`src/sam_defs.svh`:
```
// address mapper constants: field widths, base widths, reset values
// assumes inclusion by the mapper package and modules only
`ifndef SAM_DEFS_SVH
`define SAM_DEFS_SVH
`define SAM_ADDR_W 28
`define SAM_ROW_W 13
`define SAM_COL_W 11
`define SAM_BANK_W 2
`define SAM_OFS32_W 2
`define SAM_OFS16_W 1
`define SAM_COL_BASE8 4'd8
`define SAM_ROW_BASE11 4'd11
`define SAM_RST_ROW 13'h0000
`define SAM_RST_COL 11'h000
`define SAM_RST_BANK 2'h0
`define SAM_RST_OFS 2'h0
`endif

```
`src/sam_pkg.sv`:
```
// types shared by the sdram address mapper
// assumes sam_defs.svh sits beside it
`include "sam_defs.svh"
package sam_pkg;
    typedef enum logic [1:0] {
        SAM_BUS16 = 2'b01,
        SAM_BUS32 = 2'b10
    } sam_width_t;
    typedef enum logic [1:0] {
        SAM_ROWS2K = 2'b00,
        SAM_ROWS4K = 2'b01,
        SAM_ROWS8K = 2'b10
    } sam_rows_t;
    typedef enum logic [1:0] {
        SAM_COLS256 = 2'b00,
        SAM_COLS512 = 2'b01,
        SAM_COLS1K = 2'b10,
        SAM_COLS2K = 2'b11
    } sam_cols_t;
    typedef struct packed {
        sam_width_t width;
        sam_rows_t rows;
        sam_cols_t cols;
    } sam_cfg_t;
    typedef struct packed {
        logic [`SAM_BANK_W-1:0] bank_field;
        logic [`SAM_ROW_W-1:0] row;
        logic [`SAM_COL_W-1:0] col;
        logic [`SAM_OFS32_W-1:0] byte_ofs;
    } sam_map_t;
endpackage

```
`src/sam_field.sv`:
```
// extracts one right-aligned field of the cpu address under a width mask
// assumes lsb and width stay inside the address
`timescale 1ns/1ps
`include "sam_defs.svh"
module sam_field #(
    parameter int OUT_W = 13
) (
    input wire logic [`SAM_ADDR_W-1:0] addr,
    input wire logic [4:0] lsb,
    input wire logic [3:0] width,
    output logic [OUT_W-1:0] field
);
    logic [`SAM_ADDR_W-1:0] shifted;
    // shift down, then keep only width bits
    assign shifted = addr >> lsb;
    genvar gi;
    generate
        for (gi = 0; gi < OUT_W; gi++) begin : g_bit
            assign field[gi] = shifted[gi] & (4'(gi) < width);
        end
    endgenerate
endmodule

```
`src/sam_mapper.sv`:
```
// sdram address mapper: splits a 28-bit cpu byte address into
// byte offset, column, row and bank select, registered one cycle
// assumes config is stable while requests are presented
// Behaviour
// - 32-bit bus: address bits 1:0 are byte offset, column starts bit 2.
// - 16-bit bus: address bit 0 is byte offset, column starts bit 1.
// - two bank bits sit directly above row; upper drives ba1, lower ba0.
// - 2K rows give an 11-bit row directly above the column.
// - 4K rows give a 12-bit row directly above the column.
// - 8K rows give a 13-bit row directly above the column.
// - column width is 8, 9, 10 or 11 bits for 256 to 2048 columns.
// - decode a 28-bit byte address; fields shift up as widths grow.
// - support all row and column counts with byte, half and word access.
`timescale 1ns/1ps
`include "sam_defs.svh"
module sam_mapper
    import sam_pkg::*;
(
    input wire logic mclk,
    input wire logic rst_n,
    input wire sam_cfg_t cfg,
    input wire logic req_valid,
    input wire logic [`SAM_ADDR_W-1:0] cpu_addr,
    output logic map_valid_ff,
    output sam_map_t map_ff,
    output logic [1:0] ba_ff,
    output logic halfword_byte_offset_ff
);
    logic [3:0] ofs_w;
    logic [3:0] col_w;
    logic [3:0] row_w;
    logic [4:0] col_lsb;
    logic [4:0] row_lsb;
    logic [4:0] bank_lsb;
    logic [`SAM_COL_W-1:0] col_val;
    logic [`SAM_ROW_W-1:0] row_val;
    logic [`SAM_BANK_W-1:0] bank_val;
    logic [`SAM_OFS32_W-1:0] ofs_val;
    sam_map_t nxt_map;

    // field widths from the configured geometry
    always_comb begin
        case (cfg.width)
            SAM_BUS16: ofs_w = 4'(`SAM_OFS16_W);
            SAM_BUS32: ofs_w = 4'(`SAM_OFS32_W);
            default: ofs_w = 4'(`SAM_OFS32_W);
        endcase
        col_w = `SAM_COL_BASE8 + {2'b00, cfg.cols};
        case (cfg.rows)
            SAM_ROWS2K: row_w = `SAM_ROW_BASE11;
            SAM_ROWS4K: row_w = `SAM_ROW_BASE11 + 4'd1;
            SAM_ROWS8K: row_w = `SAM_ROW_BASE11 + 4'd2;
            default: row_w = `SAM_ROW_BASE11;
        endcase
    end

    assign col_lsb = {1'b0, ofs_w};
    assign row_lsb = col_lsb + {1'b0, col_w};
    assign bank_lsb = row_lsb + {1'b0, row_w};

    // field extraction; bits above bank never enter
    sam_field #(.OUT_W(`SAM_COL_W)) u_col (
        .addr(cpu_addr),
        .lsb(col_lsb),
        .width(col_w),
        .field(col_val)
    );
    sam_field #(.OUT_W(`SAM_ROW_W)) u_row (
        .addr(cpu_addr),
        .lsb(row_lsb),
        .width(row_w),
        .field(row_val)
    );
    sam_field #(.OUT_W(`SAM_BANK_W)) u_bank (
        .addr(cpu_addr),
        .lsb(bank_lsb),
        .width(4'(`SAM_BANK_W)),
        .field(bank_val)
    );
    sam_field #(.OUT_W(`SAM_OFS32_W)) u_ofs (
        .addr(cpu_addr),
        .lsb(5'h00),
        .width(ofs_w),
        .field(ofs_val)
    );

    assign nxt_map = '{bank_field: bank_val, row: row_val, col: col_val, byte_ofs: ofs_val};

    // registered mapping for every access size
    always_ff @(posedge mclk or negedge rst_n) begin
        if (!rst_n) begin
            map_ff <= '{bank_field: `SAM_RST_BANK, row: `SAM_RST_ROW,
                        col: `SAM_RST_COL, byte_ofs: `SAM_RST_OFS};
        end else if (req_valid) begin
            map_ff <= nxt_map;
        end
    end

    always_ff @(posedge mclk or negedge rst_n) begin
        if (!rst_n) begin
            ba_ff <= `SAM_RST_BANK;
        end else if (req_valid) begin
            ba_ff <= {bank_val[1], bank_val[0]};
        end
    end

    always_ff @(posedge mclk or negedge rst_n) begin
        if (!rst_n) begin
            halfword_byte_offset_ff <= 1'b0;
        end else if (req_valid) begin
            halfword_byte_offset_ff <= cpu_addr[0] & (cfg.width == SAM_BUS16);
        end
    end

    // result valid one cycle after request
    always_ff @(posedge mclk or negedge rst_n) begin
        if (!rst_n) begin
            map_valid_ff <= 1'b0;
        end else begin
            map_valid_ff <= req_valid;
        end
    end
endmodule

```
`config.mk`:
```
export PLATFORM = sky130hd
export DESIGN_NAME = sam_mapper
export DESIGN_NICKNAME = d
export VERILOG_FILES = /design/src/sam_pkg.sv /design/src/sam_field.sv /design/src/sam_mapper.sv
export VERILOG_INCLUDE_DIRS = /design/src
export SDC_FILE = /design/constraint.sdc
export NUM_CORES = 1
export LEC_CHECK = 0
export BUFFER_PORTS_ARGS = -buffer_cell sky130_fd_sc_hd__buf_2
export CAP_MARGIN = 30
export CORE_MARGIN = 4
export CORE_UTILIZATION = 37
export CTS_CLUSTER_DIAMETER = 40
export DETAILED_ROUTE_END_ITERATION = 8
export GPL_ROUTABILITY_DRIVEN = 1
export MAX_ROUTING_LAYER = met4
export SLEW_MARGIN = 20
export SYNTH_ARGS = -nofsm -noshare
export SYNTH_HDL_FRONTEND = slang
export SYNTH_SLANG_ARGS = --single-unit
```
`constraint.sdc`:
```
create_clock -name mclk -period 0.9 [get_ports mclk]
set_clock_uncertainty 0.2 [all_clocks]
set_input_delay 0.135 -clock mclk [delete_from_list [all_inputs] [get_ports mclk]]
set_output_delay 0.135 -clock mclk [all_outputs]
set_load 0.05 [all_outputs]
```
# [Word level (Yosys, flattened, before mapping)]
# Cells that the tools add are included.
[totals] ff_bits=30 in_bits=37 out_inout_bits=32 wordCells=70
[op_classes] n_addsub=3 order_cmp=26 n_eq_ne=3 shift=3 mux=2 bitwise=27
[op_table] op="$lt A3 B4 Y1 const A" n=8
[op_table] op="$lt A4 B4 Y1 const A" n=8
[op_table] op="$shr A28 B2 Y11" n=1
[op_table] op="$shr A28 B5 Y13" n=1
[op_table] op="$shr A28 B5 Y2" n=1
[op_table] op="$and A1 B1 Y1" n=27
[op_table] op="$lt A1 B4 Y1 const A" n=4
[op_table] op="$lt A2 B4 Y1 const A" n=4
[op_table] op="$pmux W3 S2" n=1
[op_table] op="$add A4 B4 Y5" n=1
[op_table] op="$add A5 B4 Y5" n=1
[op_table] op="$add A4 B2 Y4 const A" n=1
[op_table] op="$eq A2 B1 Y1 const B" n=2
[op_table] op="$lt A1 B2 Y1 const A" n=2
[op_table] op="$eq A2 B2 Y1 const B" n=1
[op_table] op="$mux W2" n=1

# [Longest topological paths before layout]
# Gate-level depths: netlist of run 1.
[logic_depth] depth_word=5 mapped_depth=14

# [By module]
# A second synthesis of run 1 with hierarchy kept.
[unflattened] hier_cells=454 hier_area_um2=5427.7
[modules_own_cells] module="sam_field at u_row" n_inst=1 cells_each=152 area_per_inst_um2=1599.0 seq_area_each_um2=0.0
[modules_own_cells] module="sam_field at u_col" n_inst=1 cells_each=138 area_per_inst_um2=1493.9 seq_area_each_um2=0.0
[modules_own_cells] module="sam_mapper" n_inst=1 cells_each=90 area_per_inst_um2=1416.4 seq_area_each_um2=750.7
[modules_own_cells] module="sam_field at u_bank ..." n_inst=2 cells_each=37 area_per_inst_um2=459.2 seq_area_each_um2=0.0

# [Least setup slack after synthesis of run 1]
# Ideal clock, no wire load.
[synth_path] path_type="input to register" startpoint="input port cfg[5] (netlist name)" endpoint="register ba_ff[0]" arrival_time_ns=3.442 required_ns=0.563 path_slack_ns=-2.879 stages=13 path_cell_list="nand2b_4 -> buf_6 -> buf_1 -> nor2_1 -> fa_1 -> inv_1 -> buf_1 -> fa_1 -> clkbuf_1 -> mux4_2 -> mux2_2 -> a22oi_1 -> a21oi_1"
[synth_between] elab_chain_cells=5
[synth_lines] item="start: declaration" line_no="sam_mapper.sv:21" rtl="input wire sam_cfg_t cfg,"
[synth_lines] item="$eq A2 B1 Y1" line_no="sam_mapper.sv:43" rtl="case (cfg.width)"
[synth_lines] item="$mux W2" line_no="sam_mapper.sv:43"
[synth_lines] item="$add A4 B4 Y5" line_no="sam_mapper.sv:58" rtl="assign row_lsb = col_lsb + {1'b0, col_w};"
[synth_lines] item="$add A5 B4 Y5" line_no="sam_mapper.sv:59" rtl="assign bank_lsb = row_lsb + {1'b0, row_w};"
[synth_lines] item="$shr A28 B5 Y2" line_no="sam_field.sv:15" rtl="assign shifted = addr >> lsb;"
[synth_lines] item="end signal: assignment" line_no="sam_mapper.sv:101" rtl="ba_ff <= `SAM_RST_BANK;"
[synth_lines] item="end signal: assignment" line_no="sam_mapper.sv:103" rtl="ba_ff <= {bank_val[1], bank_val[0]};"
[synth_lines] item="end: declaration" line_no="sam_mapper.sv:26" rtl="output logic [1:0] ba_ff,"
# Every way passes these cells.
# A chain may end at the register's enable or synchronous reset.

# [Worst setup path after layout of run 1]
# Same ends and word-level chain as after synthesis.

==> results.json, run 1 <==
{
  "drc": 0,
  "drt_iter0_markers": 83,
  "antenna_cells": 0,
  "dpl.hpwl_mm": 4.525,
  "fin_crit_ns": 2.514,
  "layout-drive-gt1-share": 0.6566,
  "r2r_setup_slack_ns": -0.15,
  "violations": "negative hold slack, negative setup slack",
  "setup-tns-final_ns": -28.17,
  "grt_setup_unrepaired": "yes",
  "synthXorXnorAreaFrac": 0.01623,
  "synthAdderAreaFrac": 0.05148,
  "cts_buffers": 5,
  "synth-edff-count": 0,
  "vias": 2078,
  "cp-start-kind": "input pin",
  "synth-seq-area-share": 0.3358,
  "cts.sinks": 30,
  "cp_max_fo": 5,
  "postSynthCellCount": 205,
  "r2r-end": "map_ff[22]",
  "coreArea_sq_mm": 0.005886,
  "grt_use_total": 0.1788,
  "maxCapViolCount": 0,
  "synth_warnings": 0,
  "p_leak_nw": 1.712,
  "yosys.area_share.simple": 0.09177,
  "final_util": 0.6271,
  "fmax_ghz": 0.3977,
  "min_period_over_period": 2.794,
  "grt_pass1_vias": 2048,
  "critPathCapture": "ba_ff[0]",
  "grt_pass1_wl_mm": 10.11,
  "grt_overflow": 0,
  "synth-main-ff-cell": "dfrtp_1",
  "synth_cell_types": 31,
  "drtAntennaViolNets": 0,
  "slew_viol_final": 0,
  "cts_max_path_buffers": 2,
  "r2r_start": "map_ff[22]",
  "status": "complete, but fails checks",
  "crit_type": "input pin to flip-flop",
  "avgSynthCellArea_sq_um": 10.91,
  "hold_ws_ns": -0.09614,
  "p_per_area_mw_per_mm2": 1747,
  "die_y_microns": 85.74,
  "vias_per_cell": 5.106,
  "synth_largest_area_cell": "dfrtp_1",
  "synth_seq_cells": 30,
  "port_buffers": 68,
  "die-area_sq_mm": 0.007350,
  "wl_per_cell_microns": 15.38,
  "setup_viol": 59,
  "grt_max_degree": 31,
  "end_kind": "flip-flop",
  "crit_required_ns": 0.88,
  "wl_mm": 6.260,
  "antenna_found_initial": 0,
  "ios": 69,
  "place.gp.congestion": 0.8620,
  "syn-cell-area_sq_mm": 0.002236,
  "vdd_drop_max_uv": 861.7,
  "initial_core_util": 0.3799,
  "cp-startpoint": "cfg[5]",
  "r2r_cells": 2,
  "synth_top_family_by_area": "multiplexers",
  "nNetsFinal": 376,
  "tightest_slew_ns": 0.3829,
  "crit_arrival_ns": 2.49,
  "hold_class": "input pin to flip-flop",
  "synthesis.nets": 250,
  "ys_async_sr_fraction": 1.000,
  "synth-compound-area-share": 0.09625,
  "clkTransAtPathRegs_ns": 0.07,
  "fp-row-count": 28,
  "worst_slack_ns": -1.614,
  "cts_tree": "yes",
  "synthTopCellsByArea": "dfrtp_1, mux4_2, mux2i_1",
  "clk_latency_ns": 0.29,
  "cts_root_buffer": "clkbuf_8",
  "htreeDepth": 2,
  "synthTopCellsByCount": "dfrtp_1, mux2i_1, mux4_2",
  "slew_headroom": 0.7439,
  "die_w_microns": 85.74,
  "finalHoldViolCount": 10,
  "yosysMostFrequentCell": "dfrtp_1",
  "yosysTopAreaCellShare": 0.3358,
  "area_delta_synth_final_pct": 65.08,
  "drt-pass1-iter-count": 4,
  "synth.mux.area_fraction": 0.3352
}
## worst min path at each step
stage / startpoint / endpoint / slack (ns) / depth (start not counted)
2_1_floorplan: rst_n / ba_ff[0] / -0.36 / 0
3_3_place_gp: rst_n / map_ff[15] / -0.1 / 2
3_5_place_dp: rst_n / map_ff[0] / -0.09 / 2
4_1_cts: cpu_addr[0] / map_ff[0] / -0.11 / 3
5_1_grt: cpu_addr[0] / map_ff[0] / -0.10 / 3
6_report: cpu_addr[0] / map_ff[0] / -0.1 / 3
## cells in the final DEF (no fill, tap or decap), drive strengths merged, types with 2 or more instances in the layout
cell type    Yosys  final
nand3            7      7
dfrtp           30     30
a21oi           14     14
mux4            22     22
dlygate4sd3      0      2
o21ai            4      4
fa               2      2
mux2             3      3
a22oi            2      2
o211ai           2      2
nor2            20     20
a31oi            4      4
inv             18     18
nor2b            2      2
nand2b           2      2
nand2           13     13
o22ai            7      7
mux2i           22     22
ha               6      6
clkbuf          10      7
buf              8    134
## state kept, by name, indices dropped and copies added, names as in the netlist
register and flops:
ba_ff 2, map_ff 26, halfword_byte_offset_ff 1, map_valid_ff 1
## kinds of logic (layout without fill, tap and decap cells)
logic type | count (synthesis) | in the layout
flip-flops | 30 | 30
multiplexers | 47 | 47
AND/OR/NAND/NOR | 46 | 46
XOR/XNOR | 2 | 2
adder cells (fa/ha/maj) | 8 | 8
buffers and inverters | 36 | 163
AO/OA/AOI/OAI | 36 | 36
## stage by stage
stage               instance area [sq um]  instances  setup WS, ns  total power (W)  hold slack (ns)
floorplan                            2351        205        -2.228         0.003786          -0.3606
global placement                     2942        367        -2.021         0.004416         -0.09597
detailed placement                   2942        367        -2.118         0.004458         -0.09460
CTS                                  3448        391        -1.645         0.006199          -0.1107
global route                         3691        407        -1.699         0.006805          -0.1021
finish                               3691        407        -1.614         0.006447         -0.09614
## metal layers
metal | share of wire | up-vias | global-route usage
met2 | 0.49 | 67 | 0.2917
li1 | - | 998 | -
met5 | 0 | - | -
met3 | 0.058 | 9 | 0.03074
met4 | 0.014 | 0 | 0.05324
met1 | 0.43 | 1004 | 0.2290
## cell type report
type,count,area (sq um)
Clock buffer,6,82.58
Clock inverter,2,12.51
Fill cell,473,2195
Inverter,18,72.57
Multi-Input combinational cell,139,1399
Sequential cell,30,787.0
Tap cell,75,93.84
Timing Repair Buffer,137,1244
## critical path, cell delays in order
cell      delay [ns]
buf_6           0.07
nand2b_4        0.15
nor2_4          0.04
fa_2            0.56
inv_2           0.05
fa_2            0.61
mux2i_2         0.25
mux2i_1         0.12
mux2_4          0.28
a22oi_2         0.14
a21oi_1         0.08
## power breakdown
| group | switching (W) | leakage [nW] | internal (W) |
|---|---|---|---|
| registers | 0.000162 | 0.325 | 0.00158 |
| logic | 0.00183 | 1.34 | 0.00172 |
| clock network | 0.000540 | 0.0472 | 0.000614 |
| total | 0.00253 | 1.71 | 0.00391 |
## what timing repair did
| action | in CTS | in global routing |
|---|---|---|
| setup endpoints to repair | 58 | 59 |
| buffers inserted | 15 | 16 |
| gates cloned | 0 | 0 |
| gates resized for setup | 83 | 29 |
| hold endpoints to repair | 41 | 7 |
| hold buffers | 2 | 1 |
| pin swaps | 7 | 18 |
(Power assumes the default switching activity.)
==> run 2, diff against run 1 <==
- clock period: 0.9 -> 2.74 ns (I/O delays scaled with it)
==> results.json, run 2 (synthesis results as in run 1) <==
{
  "wl_per_cell_microns": 15.74,
  "min-delay-start": "cpu_addr[0]",
  "grt_use_total": 0.1702,
  "drtAntennaViolNets": 0,
  "grt_max_degree": 46,
  "wl_mm": 5.651,
  "r2r_start": "map_ff[22]",
  "p_leak_nw": 1.380,
  "critPathCapture": "ba_ff[0]",
  "largest_register": "map_ff",
  "fin_crit_ns": 2.833,
  "vdd_drop_max_uv": 275.5,
  "maxCapViolCount": 0,
  "cp-start-kind": "input pin",
  "slew_viol_final": 0,
  "crit_type": "input pin to flip-flop",
  "r2r_cells": 2,
  "grt_setup_unrepaired": "yes",
  "setup-tns-final_ns": -0.1667,
  "clk_latency_ns": 0.28,
  "cp_max_fo": 5,
  "layout_common_cells": "buf_2, dfrtp_1, mux4_2",
  "cts_tree": "yes",
  "r2r-end": "map_ff[22]",
  "finalHoldViolCount": 0,
  "die-area_sq_mm": 0.007350,
  "coreArea_sq_mm": 0.005886,
  "hold_ws_ns": 0.1686,
  "drc": 0,
  "vias_per_cell": 5.315,
  "cts_buffers": 5,
  "largest_reg_flops": 26,
  "ios": 69,
  "place.gp.congestion": 0.8445,
  "cts_root_buffer": "clkbuf_8",
  "drt-pass1-iter-count": 4,
  "cp-startpoint": "cfg[5]",
  "port_buffers": 68,
  "layout-drive-gt1-share": 0.4613,
  "die_w_microns": 85.74,
  "p_per_area_mw_per_mm2": 624.7,
  "nNetsFinal": 328,
  "crit_arrival_ns": 2.78,
  "top_regs": "map_ff x26, ba_ff x2",
  "vias": 1908,
  "p_total_w": 0.001795,
  "tightest_slew_ns": 0.7420,
  "grt_pass1_wl_mm": 9.597,
  "violations": "negative setup slack",
  "cts_max_path_buffers": 2,
  "die_y_microns": 85.74,
  "hold_class": "input pin to flip-flop",
  "slew_headroom": 0.5053,
  "cts.sinks": 30,
  "end_kind": "flip-flop",
  "antenna_found_initial": 0,
  "grt_overflow": 0,
  "area_delta_synth_final_pct": 28.54,
  "dpl.hpwl_mm": 4.303,
  "min_period_over_period": 1.034,
  "initial_core_util": 0.3799,
  "r2r_setup_slack_ns": 1.71,
  "grt_pass1_vias": 1920,
  "crit_required_ns": 2.68,
  "antenna_cells": 0,
  "htreeDepth": 2,
  "layout_commonest_cell": "buf_2",
  "status": "complete, but fails checks",
  "final_util": 0.4883,
  "drt_iter0_markers": 84,
  "fmax_ghz": 0.3529,
  "fp-row-count": 28,
  "worst_slack_ns": -0.09345,
  "setup_viol": 2,
  "clkTransAtPathRegs_ns": 0.06
}
## run 2: what timing repair did
action,CTS,global route
hold endpoints to repair,28,0
setup buffers,0,1
pin swaps,4,4
hold buffers,1,0
setup endpoints to repair,2,2
cloned,0,0
gates resized for setup,4,4
## run 2: worst min-delay path by stage
stage / endpoint / slack [ns] / cells past startpoint
floorplan: ba_ff[0] / -0.08 / 0
global placement: map_ff[17] / 0.27 / 2
detailed placement: map_ff[17] / 0.27 / 2
CTS: map_ff[0] / 0.17 / 3
global route: map_ff[0] / 0.18 / 3
finish: map_ff[0] / 0.17 / 3
## run 2: final cells by class
| cell class | count | area, sq um |
|---|---|---|
| fill | 578 | 3012 |
| multi-input combinational | 139 | 1351 |
| sequential | 30 | 750.7 |
| timing repair buffer | 89 | 516.7 |
| tap | 75 | 93.84 |
| clock buffer | 7 | 86.33 |
| inverter | 18 | 70.07 |
| clock inverter | 1 | 5.005 |
## run 2: power breakdown
group / switching [W] / internal [W] / total, W
Combinational: 0.000554 / 0.000333 / 0.000887
Clock: 0.000163 / 0.000202 / 0.000365
Sequential: 0.0000351 / 0.000508 / 0.000543
## run 2: worst max-delay path: stages
cell	delay (ns)
buf_6	0.09
nand2b_4	0.16
fa_2	0.57
inv_2	0.05
fa_2	0.62
mux2i_2	0.27
mux2i_1	0.11
mux2_2	0.28
a22oi_2	0.14
a21oi_1	0.07
## run 2: layer usage
metal,wire length (microns),vias to the layer above,global-route usage
li1,-,902,-
met1,2444,927,0.2245
met2,2716,72,0.2705
met3,419,7,0.03362
met4,70,0,0.04317
met5,0,-,-
## run 2: through the flow
stage	instances	setup slack [ns]	area, sq um
floorplan	205	-0.6698	2282
global placement	349	-0.3788	2733
CTS	358	-0.1020	2848
finish	359	-0.09345	2874
detailed placement	349	-0.4776	2733
global route	359	-0.1671	2874
